`config.mk`:
```
export PLATFORM = sky130hd
export DESIGN_NAME = batt_hist
export DESIGN_NICKNAME = d
export VERILOG_FILES = /design/src/core/batt_hist_pkg.sv /design/src/core/batt_hist.sv /design/src/core/bin_accum.sv
export VERILOG_INCLUDE_DIRS = /design/src /design/src/core
export SDC_FILE = /design/constraint.sdc
export NUM_CORES = 1
export LEC_CHECK = 0
export BUFFER_PORTS_ARGS = -buffer_cell sky130_fd_sc_hd__buf_2
export CAP_MARGIN = 30
export CORE_MARGIN = 2
export CORE_UTILIZATION = 60
export DETAILED_ROUTE_END_ITERATION = 16
export PLACE_DENSITY = 0.77
export SLEW_MARGIN = 15
export SYNTH_ARGS = -nofsm -noshare
export SYNTH_HDL_FRONTEND = slang
export SYNTH_SLANG_ARGS = --single-unit
```
`constraint.sdc`:
```
create_clock -name sys_clk -period 7.04 [get_ports sys_clk]
set_clock_uncertainty 0.05 [all_clocks]
set_input_delay 1.056 -clock sys_clk [delete_from_list [all_inputs] [get_ports sys_clk]]
set_output_delay 1.056 -clock sys_clk [all_outputs]
set_load 0.005 [all_outputs]
```
`src/core/batt_hist_regs.svh`:
```
`ifndef BATT_HIST_REGS_SVH
`define BATT_HIST_REGS_SVH

// Register byte addresses
`define ADDR_TEMP_WHOLE   8'h61
`define ADDR_STATUS       8'h62
`define ADDR_STATUS_RSVD  8'h63
`define ADDR_BIN_FIRST    8'h64
`define ADDR_BIN_LAST     8'h73
`define ADDR_ELAPSED_LO   8'h74
`define ADDR_ELAPSED_MID  8'h75
`define ADDR_ELAPSED_HI   8'h76
`define ADDR_IDENT_LO     8'h80
`define ADDR_IDENT_HI     8'h81
`define ADDR_CYCLE_LO     8'h82
`define ADDR_CYCLE_HI     8'h83
`define ADDR_LIMIT_FIRST  8'h84
`define ADDR_LIMIT_LAST   8'h8A
`define ADDR_INTERVAL     8'h8B

// Status field positions
`define STAT_CONV_BUSY    0
`define STAT_NV_BUSY      1
`define STAT_LOCK         2

// Reset values
`define RST_INTERVAL      3'h1
`define RST_TEMP          8'h00
`define RST_LIMIT0        8'hEC
`define RST_LIMIT_STEP    8'h0A
`define IDENT_VALUE       16'h5A3C

// Timing: clock rate, half-minute base, copy duration
`define CLK_HZ            50000000
`define HALF_MINUTE_S     30
`define NV_COPY_MS        10
`define HALF_MIN_CYCLES   (`HALF_MINUTE_S * `CLK_HZ)
`define NV_COPY_CYCLES    ((`NV_COPY_MS * `CLK_HZ) / 1000)
`endif

```
`src/core/batt_hist_pkg.sv`:
```
package batt_hist_pkg;
    // Register access from the serial bus engine
    typedef struct packed {
        logic [7:0] addr;
        logic       rd;
        logic       wr;
        logic [7:0] wdata;
    } reg_req_t;

    // Command events decoded by the serial bus engine
    typedef struct packed {
        logic start;      // Any command received
        logic bus_reset;  // Bus reset seen
        logic convert;    // On-demand conversion
        logic nv_copy;    // Scratchpad to nonvolatile copy
        logic inc_cycle;  // Charge cycle increment
        logic clr_cycle;  // Charge cycle clear
    } cmd_t;

    typedef enum logic [1:0] {
        CONV_IDLE     = 2'b00,
        CONV_PERIODIC = 2'b01,
        CONV_DEMAND   = 2'b10
    } conv_state_t;
endpackage

```
`src/core/batt_hist.sv`:
```
`include "batt_hist_regs.svh"
module batt_hist
    import batt_hist_pkg::*;
#(
    parameter int unsigned HALF_MIN_CYCLES = `HALF_MIN_CYCLES,
    parameter int unsigned NV_COPY_CYCLES  = `NV_COPY_CYCLES,
    parameter logic [15:0] IDENT_VALUE     = `IDENT_VALUE   // Arbitrary value
) (
    input  wire logic       sys_clk,     // 50 MHz clock
    input  wire logic       nrst,        // Async reset, active low
    input  wire reg_req_t   req,         // Register access
    input  wire cmd_t       cmd,         // Command events
    input  wire logic       page_lock,   // First user page locked
    input  wire logic       conv_done,   // Sensor result ready
    input  wire logic [7:0] conv_temp,   // Sensor result
    output logic      [7:0] rd_data_q,   // Read data
    output logic            conv_start_q,// Sensor start pulse
    output logic            count_hold_q // Counting frozen
);
    logic [31:0]     half_cnt_q;
    logic            half_tick;
    logic [6:0]      halves_q;
    logic [6:0]      interval_halves;
    logic            minute_half_q;
    logic [23:0]     elapsed_q;
    logic [2:0]      interval_q;
    logic [7:0]      limit_q [7];
    logic [7:0]      temp_q;
    logic            lock_q;
    logic            lock_s1_q;
    logic            done_s1_q;
    logic            done_s2_q;
    logic            done_s3_q;
    logic            done_rise;
    logic [7:0]      ctemp_s1_q;
    logic [7:0]      ctemp_s2_q;
    conv_state_t     conv_q;
    logic            sample_due_q;
    logic [31:0]     nv_cnt_q;
    logic            nv_busy_q;
    logic [15:0]     cycle_q;
    logic [2:0]      bin_idx;
    logic [2:0]      bin_idx_past;
    logic [7:0]      bin_inc;
    logic [15:0]     bin_val [8];
    logic [7:0]      status_byte;
    logic [7:0]      rd_d;
    logic [3:0]      bin_off;
    logic [2:0]      lim_off;

    // Sensor and lock level cross in through two flip-flops
    always_ff @(posedge sys_clk or negedge nrst) begin
        if (!nrst) begin
            lock_s1_q  <= 1'b0;
            lock_q     <= 1'b0;
            done_s1_q  <= 1'b0;
            done_s2_q  <= 1'b0;
            done_s3_q  <= 1'b0;
            ctemp_s1_q <= 8'h00;
            ctemp_s2_q <= 8'h00;
        end else begin
            lock_s1_q  <= page_lock;
            lock_q     <= lock_s1_q;
            done_s1_q  <= conv_done;
            done_s2_q  <= done_s1_q;
            done_s3_q  <= done_s2_q;
            ctemp_s1_q <= conv_temp;
            ctemp_s2_q <= ctemp_s1_q;
        end
    end
    assign done_rise = done_s2_q && !done_s3_q;

    // Freeze counting from any command until bus reset
    always_ff @(posedge sys_clk or negedge nrst) begin
        if (!nrst) begin
            count_hold_q <= 1'b0;
        end else if (cmd.start) begin
            count_hold_q <= 1'b1;
        end else if (cmd.bus_reset) begin
            count_hold_q <= 1'b0;
        end
    end

    // Half-minute timebase, free running
    always_ff @(posedge sys_clk or negedge nrst) begin
        if (!nrst) begin
            half_cnt_q <= 32'h0000_0000;
        end else if (half_cnt_q == HALF_MIN_CYCLES - 1) begin
            half_cnt_q <= 32'h0000_0000;
        end else begin
            half_cnt_q <= half_cnt_q + 32'h0000_0001;
        end
    end
    assign half_tick = (half_cnt_q == HALF_MIN_CYCLES - 1);

    // Sampling period in half minutes
    always_comb begin
        case (interval_q)
            3'h0:    interval_halves = 7'd1;
            3'h1:    interval_halves = 7'd2;
            3'h2:    interval_halves = 7'd4;
            3'h3:    interval_halves = 7'd8;
            3'h4:    interval_halves = 7'd15;
            3'h5:    interval_halves = 7'd30;
            3'h6:    interval_halves = 7'd60;
            3'h7:    interval_halves = 7'd120;
            default: interval_halves = 7'd2;
        endcase
    end

    // Elapsed minutes, counted only while not frozen
    always_ff @(posedge sys_clk or negedge nrst) begin
        if (!nrst) begin
            minute_half_q <= 1'b0;
            elapsed_q     <= 24'h000000;
        end else if (half_tick && !count_hold_q) begin
            minute_half_q <= !minute_half_q;
            if (minute_half_q) begin
                elapsed_q <= elapsed_q + 24'h000001;
            end
        end
    end

    // Sample interval counter; raises a sample request each period
    always_ff @(posedge sys_clk or negedge nrst) begin
        if (!nrst) begin
            halves_q     <= 7'd0;
            sample_due_q <= 1'b0;
        end else begin
            if (half_tick && !count_hold_q) begin
                if (halves_q + 7'd1 >= interval_halves) begin
                    halves_q     <= 7'd0;
                    sample_due_q <= 1'b1;
                end else begin
                    halves_q <= halves_q + 7'd1;
                end
            end else if (conv_q == CONV_IDLE && !cmd.convert && !count_hold_q) begin
                sample_due_q <= 1'b0;
            end
        end
    end

    // Conversion control; on-demand requests use the same timing
    always_ff @(posedge sys_clk or negedge nrst) begin
        if (!nrst) begin
            conv_q       <= CONV_IDLE;
            conv_start_q <= 1'b0;
            temp_q       <= `RST_TEMP;
        end else begin
            conv_start_q <= 1'b0;
            case (conv_q)
                CONV_IDLE: begin
                    if (cmd.convert) begin
                        conv_q       <= CONV_DEMAND;
                        conv_start_q <= 1'b1;
                    end else if (sample_due_q && !count_hold_q) begin
                        conv_q       <= CONV_PERIODIC;
                        conv_start_q <= 1'b1;
                    end
                end
                CONV_PERIODIC, CONV_DEMAND: begin
                    if (done_rise) begin
                        temp_q <= ctemp_s2_q;
                        conv_q <= CONV_IDLE;
                    end
                end
                default: conv_q <= CONV_IDLE;
            endcase
        end
    end

    // Bin selection: count limits at or below the sample
    always_comb begin
        bin_idx = 3'd0;
        for (int i = 0; i < 7; i++) begin
            if ($signed(ctemp_s2_q) >= $signed(limit_q[i])) begin
                bin_idx = bin_idx + 3'd1;
            end
        end
    end

    // Credit the bin only for a periodic result while not frozen
    always_comb begin
        bin_inc = 8'h00;
        if (conv_q == CONV_PERIODIC && done_rise && !count_hold_q) begin
            bin_inc[bin_idx] = 1'b1;
        end
    end

    // Eight bin accumulators
    for (genvar g = 0; g < 8; g++) begin : g_bin
        bin_accum u_acc (
            .sys_clk (sys_clk),
            .nrst    (nrst),
            .inc     (bin_inc[g]),
            .count_q (bin_val[g])
        );
    end

    // Nonvolatile copy busy timer
    always_ff @(posedge sys_clk or negedge nrst) begin
        if (!nrst) begin
            nv_busy_q <= 1'b0;
            nv_cnt_q  <= 32'h0000_0000;
        end else if (cmd.nv_copy && !nv_busy_q) begin
            nv_busy_q <= 1'b1;
            nv_cnt_q  <= 32'h0000_0000;
        end else if (nv_busy_q) begin
            if (nv_cnt_q == NV_COPY_CYCLES - 1) begin
                nv_busy_q <= 1'b0;
            end else begin
                nv_cnt_q <= nv_cnt_q + 32'h0000_0001;
            end
        end
    end

    // Charge cycle counter; clear has priority
    always_ff @(posedge sys_clk or negedge nrst) begin
        if (!nrst) begin
            cycle_q <= 16'h0000;
        end else if (cmd.clr_cycle) begin
            cycle_q <= 16'h0000;
        end else if (cmd.inc_cycle) begin
            cycle_q <= cycle_q + 16'h0001;
        end
    end

    // Writable limits and interval
    always_ff @(posedge sys_clk or negedge nrst) begin
        if (!nrst) begin
            interval_q <= `RST_INTERVAL;
            for (int i = 0; i < 7; i++) begin
                limit_q[i] <= `RST_LIMIT0 + 8'(i) * `RST_LIMIT_STEP;
            end
        end else if (req.wr) begin
            if (req.addr == `ADDR_INTERVAL) begin
                interval_q <= req.wdata[2:0];
            end
            if (req.addr >= `ADDR_LIMIT_FIRST && req.addr <= `ADDR_LIMIT_LAST) begin
                limit_q[lim_off] <= req.wdata;
            end
        end
    end

    // Status byte
    always_comb begin
        status_byte = 8'h00;
        status_byte[`STAT_CONV_BUSY] = (conv_q != CONV_IDLE);
        status_byte[`STAT_NV_BUSY]   = nv_busy_q;
        status_byte[`STAT_LOCK]      = lock_q;
    end

    assign bin_off = 4'(req.addr - `ADDR_BIN_FIRST);
    assign lim_off = 3'(req.addr - `ADDR_LIMIT_FIRST);

    // Read decode; unmapped bytes read zero
    always_comb begin
        rd_d = 8'h00;
        if (req.addr >= `ADDR_BIN_FIRST && req.addr <= `ADDR_BIN_LAST) begin
            rd_d = bin_off[0] ? bin_val[bin_off[3:1]][15:8]
                              : bin_val[bin_off[3:1]][7:0];
        end else if (req.addr >= `ADDR_LIMIT_FIRST && req.addr <= `ADDR_LIMIT_LAST) begin
            rd_d = limit_q[lim_off];
        end else begin
            case (req.addr)
                `ADDR_TEMP_WHOLE:  rd_d = temp_q;
                `ADDR_STATUS:      rd_d = status_byte;
                `ADDR_STATUS_RSVD: rd_d = 8'h00;
                `ADDR_ELAPSED_LO:  rd_d = elapsed_q[7:0];
                `ADDR_ELAPSED_MID: rd_d = elapsed_q[15:8];
                `ADDR_ELAPSED_HI:  rd_d = elapsed_q[23:16];
                `ADDR_IDENT_LO:    rd_d = IDENT_VALUE[7:0];
                `ADDR_IDENT_HI:    rd_d = IDENT_VALUE[15:8];
                `ADDR_CYCLE_LO:    rd_d = cycle_q[7:0];
                `ADDR_CYCLE_HI:    rd_d = cycle_q[15:8];
                `ADDR_INTERVAL:    rd_d = {5'h00, interval_q};
                default:           rd_d = 8'h00;
            endcase
        end
    end

    // Read data register, byte loaded on each read and handed to the engine
    always_ff @(posedge sys_clk or negedge nrst) begin
        if (!nrst) begin
            rd_data_q <= 8'h00;
        end else if (req.rd) begin
            rd_data_q <= rd_d;
        end
    end

    // Bin index one cycle late, for the step check
    always_ff @(posedge sys_clk or negedge nrst) begin
        if (!nrst) begin
            bin_idx_past <= 3'd0;
        end else begin
            bin_idx_past <= bin_idx;
        end
    end
endmodule // batt_hist

```
`src/core/bin_accum.sv`:
```
module bin_accum
    import batt_hist_pkg::*;
(
    input  wire logic        sys_clk,  // System clock
    input  wire logic        nrst,     // Async reset, active low
    input  wire logic        inc,      // Add one interval unit
    output logic      [15:0] count_q   // Accumulated time
);
    // Wrapping accumulator
    always_ff @(posedge sys_clk or negedge nrst) begin
        if (!nrst) begin
            count_q <= 16'h0000;
        end else if (inc) begin
            count_q <= count_q + 16'h0001;
        end
    end
endmodule // bin_accum

```
==> results by group, run 1 <==
Floorplan
  – IO Pins: 46
  – Initial Utilization: 61.17%
  – Die outline width: 180.8 um
  – Num rows: 64
  – Die Y: 180.8 um
  – Full die area: 32700 um2
  – Core area: 30670 um2

STA
  – Worst Tran Pin Value: 1.012 ns
  – Maximum clock frequency: 150.9 MHz
  – RSZ-0062 raised after global routing: true
  – Worst rel slew slack: 32.52%
  – Final hold vios: 0
  – Hold Slack: 0.2974 ns
  – Setup-failing EPs final: 0
  – Final max-slew violation count: 0
  – Setup WS post-layout: 0.4116 ns
  – Post-layout min period: 6.628 ns
  – Fin crit share: 94.15%

Setup path
  – Req. time, crit path: 7.42 ns
  – Setup crit start kind: register
  – CP arrival: 7.01 ns
  – Critical path's top delay family: simple AND/OR/NAND/NOR gates
  – CP bufs+invs: 3
  – CP max FO: 8
  – Worst Setup Path Type: reg -> reg
  – Worst r2r path cells: 30
  – Most used cell, CP: ha_1
  – Slowest-stage cell, CP: or4_1
  – Slowest stage delay, CP: 0.79 ns
  – Worst Setup End Kind: register
  – Crit path depth: 30

Run
  – Max Cap Violations: 0

Cells and area
  – Post-Layout Cell Count: 2239
  – Diode count: 0
  – Core Util, Final: 67.54%
  – Layout cell share with drive strength beyond 1: 14.43%
  – Syn-to-layout area delta: 10.43%
  – Fill count: 2224
  – Nets: 1945

Clock network
  – Hold-fix buffers at CTS: 0
  – Clk sinks: 342
  – Maximum clock path buffer count: 3
  – Clk Latency, worst-skew pair: 0.53 ns
  – CTS Buf Count: 38
  – H-Tree Depth: 2
  – Root Driver: clkbuf_16
  – Reg clk slew, reported paths: 0.06 ns
  – Setup bufs post-CTS: 0
  – CTS tree: done

Pwr
  – Total chip power: 4968 uW
  – Static Leak: 0.009524 uW
  – VDD IR max: 0.2107 mV
  – PwrDens: 239.8 nW/um2

Synth
  – Synth Net Count: 1899
  – Number of synthesized flops with an enable pin: 0
  – Synth async-reset ratio: 100.0%
  – Synth cell types: 77
  – Post-Syn Area: 18760 um2
  – Sequential area share after synthesis: 45.77%
  – Cells after Synth: 1774
  – Syn avg cell area: 10.57 um2
  – Top FF cell, synth: dfrtp_1
  – FF+latch count, synth: 342
  – Yosys warns: 0

Routing
  – Routed Antenna Nets: 0
  – Avg Vias per Cell: 6.163
  – Post-DR wirelength/cell: 19.18 um
  – Starting DRT DRC Count: 1165
  – Pre-Repair DR Iteration Count: 5
  – DRT Wirelength: 42940 um
  – Vias: 13.80k
  – Drt drc: 0

Outcome
  – Status: finished clean

Global route
  – Grt ovf: 0
  – GRT Overall Usage: 26.59%
  – Initial antenna violation count: 0
  – First-pass GRT wire length: 71040 um
  – Vias in the first global route: 13.78k
  – Largest net degree at the start of global routing: 140

Place
  – Pre-CTS setup slack: 0.4070 ns
  – Cell count after placement: 2173
  – Placer Congestion: 0.9073
  – Final HPWL DP: 30320 um
  – # port buffers: 45

Worst hold path
  – Worst hold stages: 0
  – Hold Crit Class: reg -> reg
[routing by layer]
metal | part of all wire, % | routed length [um] | GRT usage, %
met1 | 43 | 18620 | 37.04
met2 | 47 | 20160 | 42.57
met3 | 6.4 | 2754 | 4.959
met4 | 3.3 | 1408 | 8.323
met5 | 0 | 0 | 0
[power by group]
| part | switching [uW] | leakage (uW) | internal [uW] |
|---|---|---|---|
| clock network | 785 | 0.000617 | 1200 |
| logic | 559 | 0.00449 | 314 |
| registers | 65.2 | 0.00442 | 2050 |
| total | 1410 | 0.00952 | 3560 |
[area by class of cell]
class / count / area [um2] / share of cell area (%)
multi-input combinational: 1284 / 9634 / 46.51
sequential: 342 / 8586 / 41.45
clock buffer: 54 / 1142 / 5.515
tap: 396 / 495.5 / 2.392
timing repair buffer: 65 / 421.7 / 2.036
inverter: 89 / 334.1 / 1.613
clock inverter: 9 / 101.3 / 0.4892
[worst paths after layout]
kind,endpoint,slack [ns],from
max,g_bin[1].u_acc.count_q[13],0.41,ctemp_s2_q[0]
min,ctemp_s2_q[6],0.30,ctemp_s1_q[6]
max reg2reg,g_bin[1].u_acc.count_q[13],0.41,ctemp_s2_q[0]
min reg2reg,ctemp_s2_q[6],0.30,ctemp_s1_q[6]
max in group asynchronous,g_bin[2].u_acc.count_q[3],5.06,nrst
min in group asynchronous,nv_cnt_q[24],0.54,nrst
[sequential cells by signal, summed over array words and instances (netlist names), 7 cells and up]
| register | cells |
|---|---|
| ctemp_s1_q | 8 |
| ctemp_s2_q | 8 |
| cycle_q | 16 |
| elapsed_q | 24 |
| g_bin.u_acc.count_q | 128 |
| half_cnt_q | 32 |
| halves_q | 7 |
| limit_q | 56 |
| nv_cnt_q | 32 |
| rd_data_q | 8 |
| temp_q | 8 |
[Yosys cell counts (all sizes together), types with 27 or more instances]
library cell,count,share of area [%]
clkbuf,39,0.78
inv,89,1.8
xor2,93,4.4
dfrtp,320,43
nor2,106,2.1
ha,89,5.9
mux4,48,5.8
o21ai,87,2.3
nand2,190,3.8
nand4,58,2.0
nand3,91,2.4
nor3,44,1.3
mux2i,27,1.5
a21oi,29,0.77
and3,49,1.6
xnor2,114,5.5
mux2,37,2.2
[timing repair]
item	CTS	global route
endpoints found under the setup margin	0	49
endpoints found under the hold margin	0	0
gates resized for setup	0	1
[logic make-up (layout without fill, tap and decap cells)]
family                     count (synthesis)  in the layout  synth area share [%]
xor gates and xnor gates                 209            209                 10.13
muxes                                    112            112                 9.491
adders and majority gates                 89             89                 5.936
AOI/OAI and AO/OA                        217            217                 7.737
DFF                                      342            342                 45.77
buffers and inverters                    148            217                 3.041
and+or+nand+nor                          657            657                 17.90
[layout by cell type (no fill, tap or decap), types with 17 or more instances in the layout]
master       n
a21oi_1     29
and3_1      49
buf_2       43
buf_4       17
clkbuf_16   39
dfrtp_1    320
dfstp_2     22
ha_1        89
inv_1       89
mux2_2      37
mux2i_1     26
mux4_2      48
nand2_1    190
nand2b_1    21
nand3_1     91
nand4_1     56
nor2_1     106
nor3_1      40
nor4_1      17
o211ai_1    18
o21ai_0     85
xnor2_1    111
xor2_1      91
[per-stage QoR]
| stage | setup TNS (ns) | cell area, um2 |
|---|---|---|
| detailed placement | 0 | 19420 |
| global route | -0.8744 | 20710 |
| global placement | 0 | 19400 |
| floorplan | 0 | 18760 |
| finish | 0 | 20710 |
| CTS | 0 | 20670 |
No activity file was read; power rests on OpenSTA's default activity.
==> run 2, diff against run 1 <==
==> constraint.sdc (replaced) <==
create_clock -name sys_clk -period 7.04 [get_ports sys_clk]
set_clock_uncertainty 0.05 [all_clocks]
set_input_delay 0.352 -clock sys_clk [delete_from_list [all_inputs] [get_ports sys_clk]]
set_output_delay 0.352 -clock sys_clk [all_outputs]
set_load 0.005 [all_outputs]
==> run 2 against run 1 <==
  * First-iteration DRC count is 8.5% higher
  * Combinational power is 2% higher
  * Sequential share of layout area is 0.34 points lower
  * Critical path depth stayed put
  * Count of clock-buffer cells in the layout is 1 lower
  * Fmax is 1.1% lower
  * Core utilization is 0.56 points higher
  * Flip-flop and latch count stayed put
  * Non-clock buffer count is 14 higher
  * Global-route usage is 0.82 points higher
  * Setup slack worse by 0.075 ns
  * Critical path type unchanged
  * Critical endpoint is now g_bin[2].u_acc.count_q[13]
==> results by group, run 2 (same netlist as run 1, synthesis figures left out) <==
Floorplan
  – Num rows: 64 (unchanged)
  – Die Y: 180.8 um (unchanged)
  – Core area: 30670 um2 (unchanged)
  – IO Pins: 46 (unchanged)
  – Initial Utilization: 61.17% (unchanged)
  – Full die area: 32700 um2 (unchanged)
  – Die outline width: 180.8 um (unchanged)

Cells and area
  – Most common cell after layout, fill and taps aside: dfrtp_1
  – Fill count: 2258 (+1.5%)
  – Largest Register: g_bin.u_acc.count_q
  – Most frequent cells in the layout: dfrtp_1 (320), nand2_1 (190), xnor2_1 (111)
  – Registers with the most flip-flops: g_bin.u_acc.count_q: 128 flops, limit_q: 56 flops
  – Layout cell share with drive strength beyond 1: 14.39% (-0.040 points)
  – Design area: 20890 um2 (+0.83%)
  – Core Util, Final: 68.10% (+0.56 points)
  – Nets: 1959 (+0.72%)
  – Max reg flops: 128 (unchanged)
  – Diode count: 0 (unchanged)
  – Syn-to-layout area delta: 11.34%
  – Post-Layout Cell Count: 2258 (+0.85%)

Routing
  – Post-DR wirelength/cell: 19.53 um (+1.8%)
  – Routed Antenna Nets: 0 (unchanged)
  – Pre-Repair DR Iteration Count: 5 (unchanged)
  – Drt drc: 0 (unchanged)
  – Vias: 13.93k (+0.92%)
  – Avg Vias per Cell: 6.168 (about the same)
  – DRT Wirelength: 44090 um (+2.7%)
  – Starting DRT DRC Count: 1264 (+8.5%)

STA
  – Setup-failing EPs final: 0 (unchanged)
  – Post-layout min period: 6.704 ns (+0.07536 ns)
  – Worst Tran Pin Value: 1.015 ns (+0.002723 ns)
  – Maximum clock frequency: 149.2 MHz (-1.1%)
  – RSZ-0062 raised after global routing: true
  – Worst rel slew slack: 32.34% (-0.18 points)
  – Final hold vios: 0 (unchanged)
  – Fin crit share: 95.22% (+1.1 points)
  – Final max-slew violation count: 0 (unchanged)

Setup path
  – Req. time, crit path: 7.45 ns (+0.03 ns)
  – Slowest-stage cell, CP: xnor2_2
  – R2R Path Start: ctemp_s2_q[0]
  – Slowest stage delay, CP: 0.53 ns (-0.26 ns)
  – R2r setup slk: 0.34 ns (-0.08 ns)
  – Worst Setup Path Type: reg -> reg
  – Most used cell, CP: ha_1
  – Reg2Reg Capture Point: g_bin[2].u_acc.count_q[13]
  – Worst r2r path cells: 30 (unchanged)
  – CP max FO: 9 (+1)
  – Worst Setup End Kind: register
  – Setup crit start kind: register
  – CP arrival: 7.11 ns (+0.10 ns)

Global route
  – Vias in the first global route: 14.09k (+2.2%)
  – Largest net degree at the start of global routing: 169 (+21%)
  – Grt ovf: 0 (unchanged)
  – GRT Overall Usage: 27.40% (+0.82 points)
  – First-pass GRT wire length: 72900 um (+2.6%)
  – Initial antenna violation count: 0 (unchanged)

Pwr
  – VDD IR max: 0.1858 mV (-12%)
  – Static Leak: 0.009599 uW (+0.78%)
  – PwrDens: 241.7 nW/um2 (+0.78%)

Clock network
  – Clk sinks: 342 (unchanged)
  – Clk Latency, worst-skew pair: 0.54 ns (about the same)
  – H-Tree Depth: 2 (unchanged)
  – Maximum clock path buffer count: 3 (unchanged)
  – Root Driver: clkbuf_16
  – CTS Buf Count: 38 (unchanged)
  – Reg clk slew, reported paths: 0.06 ns (about the same)
  – CTS tree: done

Worst hold path
  – Hold Crit Class: in -> reg
  – HP Start: req[4]
  – Hold EP: limit_q[12]
  – Worst hold stages: 3 (+3)

Run
  – Max Cap Violations: 0 (unchanged)

Place
  – Placer Congestion: 0.9129 (+0.62%)
  – # port buffers: 45 (unchanged)
  – Final HPWL DP: 30720 um (+1.3%)
  – Cell count after placement: 2173 (unchanged)
  – Dpl cell area: 19420 um2 (unchanged)

Outcome
  – Status: finished clean
## run 2: cell types whose count changed in the layout (fill, tap and decap cells not counted), moves of 2 or more
cell,before,now
dlygate4sd3_1,0,13
clkinv_2,5,7
bufinv_16,2,4
buf_4,17,19
clkbuf_8,11,7
clkbuf_1,4,8
## run 2: worst max-delay path by stage
stage	start	to	slack [ns]
6_report	ctemp_s2_q[0]	g_bin[2].u_acc.count_q[13]	0.34
5_1_grt	ctemp_s2_q[0]	g_bin[2].u_acc.count_q[13]	-0.14
4_1_cts	ctemp_s2_q[0]	g_bin[4].u_acc.count_q[14]	0.21
3_5_place_dp	ctemp_s2_q[0]	g_bin[4].u_acc.count_q[14]	0.22
3_3_place_gp	ctemp_s2_q[0]	g_bin[6].u_acc.count_q[1]	0.49
2_1_floorplan	ctemp_s2_q[0]	g_bin[6].u_acc.count_q[10]	1.05
## run 2: timing repair
item                                   CTS  global route
buffers inserted                         0             2
setup endpoints to repair                0            50
gates resized for setup                  0             1
endpoints found under the hold margin  113             0
hold buffers                            13             0
## run 2: power breakdown
group	switching [uW]	internal, uW	total (uW)
Clock	828	1220	2050
Sequential	63.1	2050	2110
Combinational	567	321	888
Total	1460	3590	5050
## run 2: per-layer routing
layer,vias to the layer above,global-route usage (%),wire [um]
met2,468,44.18,21110
met1,6931,37.43,18620
met3,104,4.898,2843
li1,6424,-,-
met5,-,0,0
met4,0,10.06,1517
## run 2: final cells by class
class                      instances  area, um2  area share, %
clock buffer                      53       1077          5.158
clock inverter                    15      197.7         0.9465
timing repair buffer              79      561.8          2.690
tap                              396      495.5          2.372
inverter                          89      334.1          1.599
sequential                       342       8586          41.11
multi-input combinational       1284       9634          46.13
## run 2: worst max-delay path: cells and delay by family, from the launching register on
kind	cells	cell delay [ns]
flip-flops	1	0.36
AO/OA/AOI/OAI	8	1.36
adder cells (fa/ha/maj)	6	1.58
buffers and inverters	3	0.31
AND/OR/NAND/NOR	9	1.64
XOR/XNOR	4	1.32
## run 2: stage by stage
stage / power [uW] / setup TNS (ns) / hold WS (ns) / setup slack [ns]
final: 5049 / 0 / 0.05900 / 0.3363
after global placement: 2973 / 0 / 0.2834 / 0.4937
after detailed placement: 3001 / 0 / 0.2879 / 0.2195
after global routing: 5246 / -0.9747 / 0.06759 / -0.1431
after floorplan: 2750 / 0 / 0.006409 / 1.053
after CTS: 5062 / 0 / 0.04716 / 0.2055
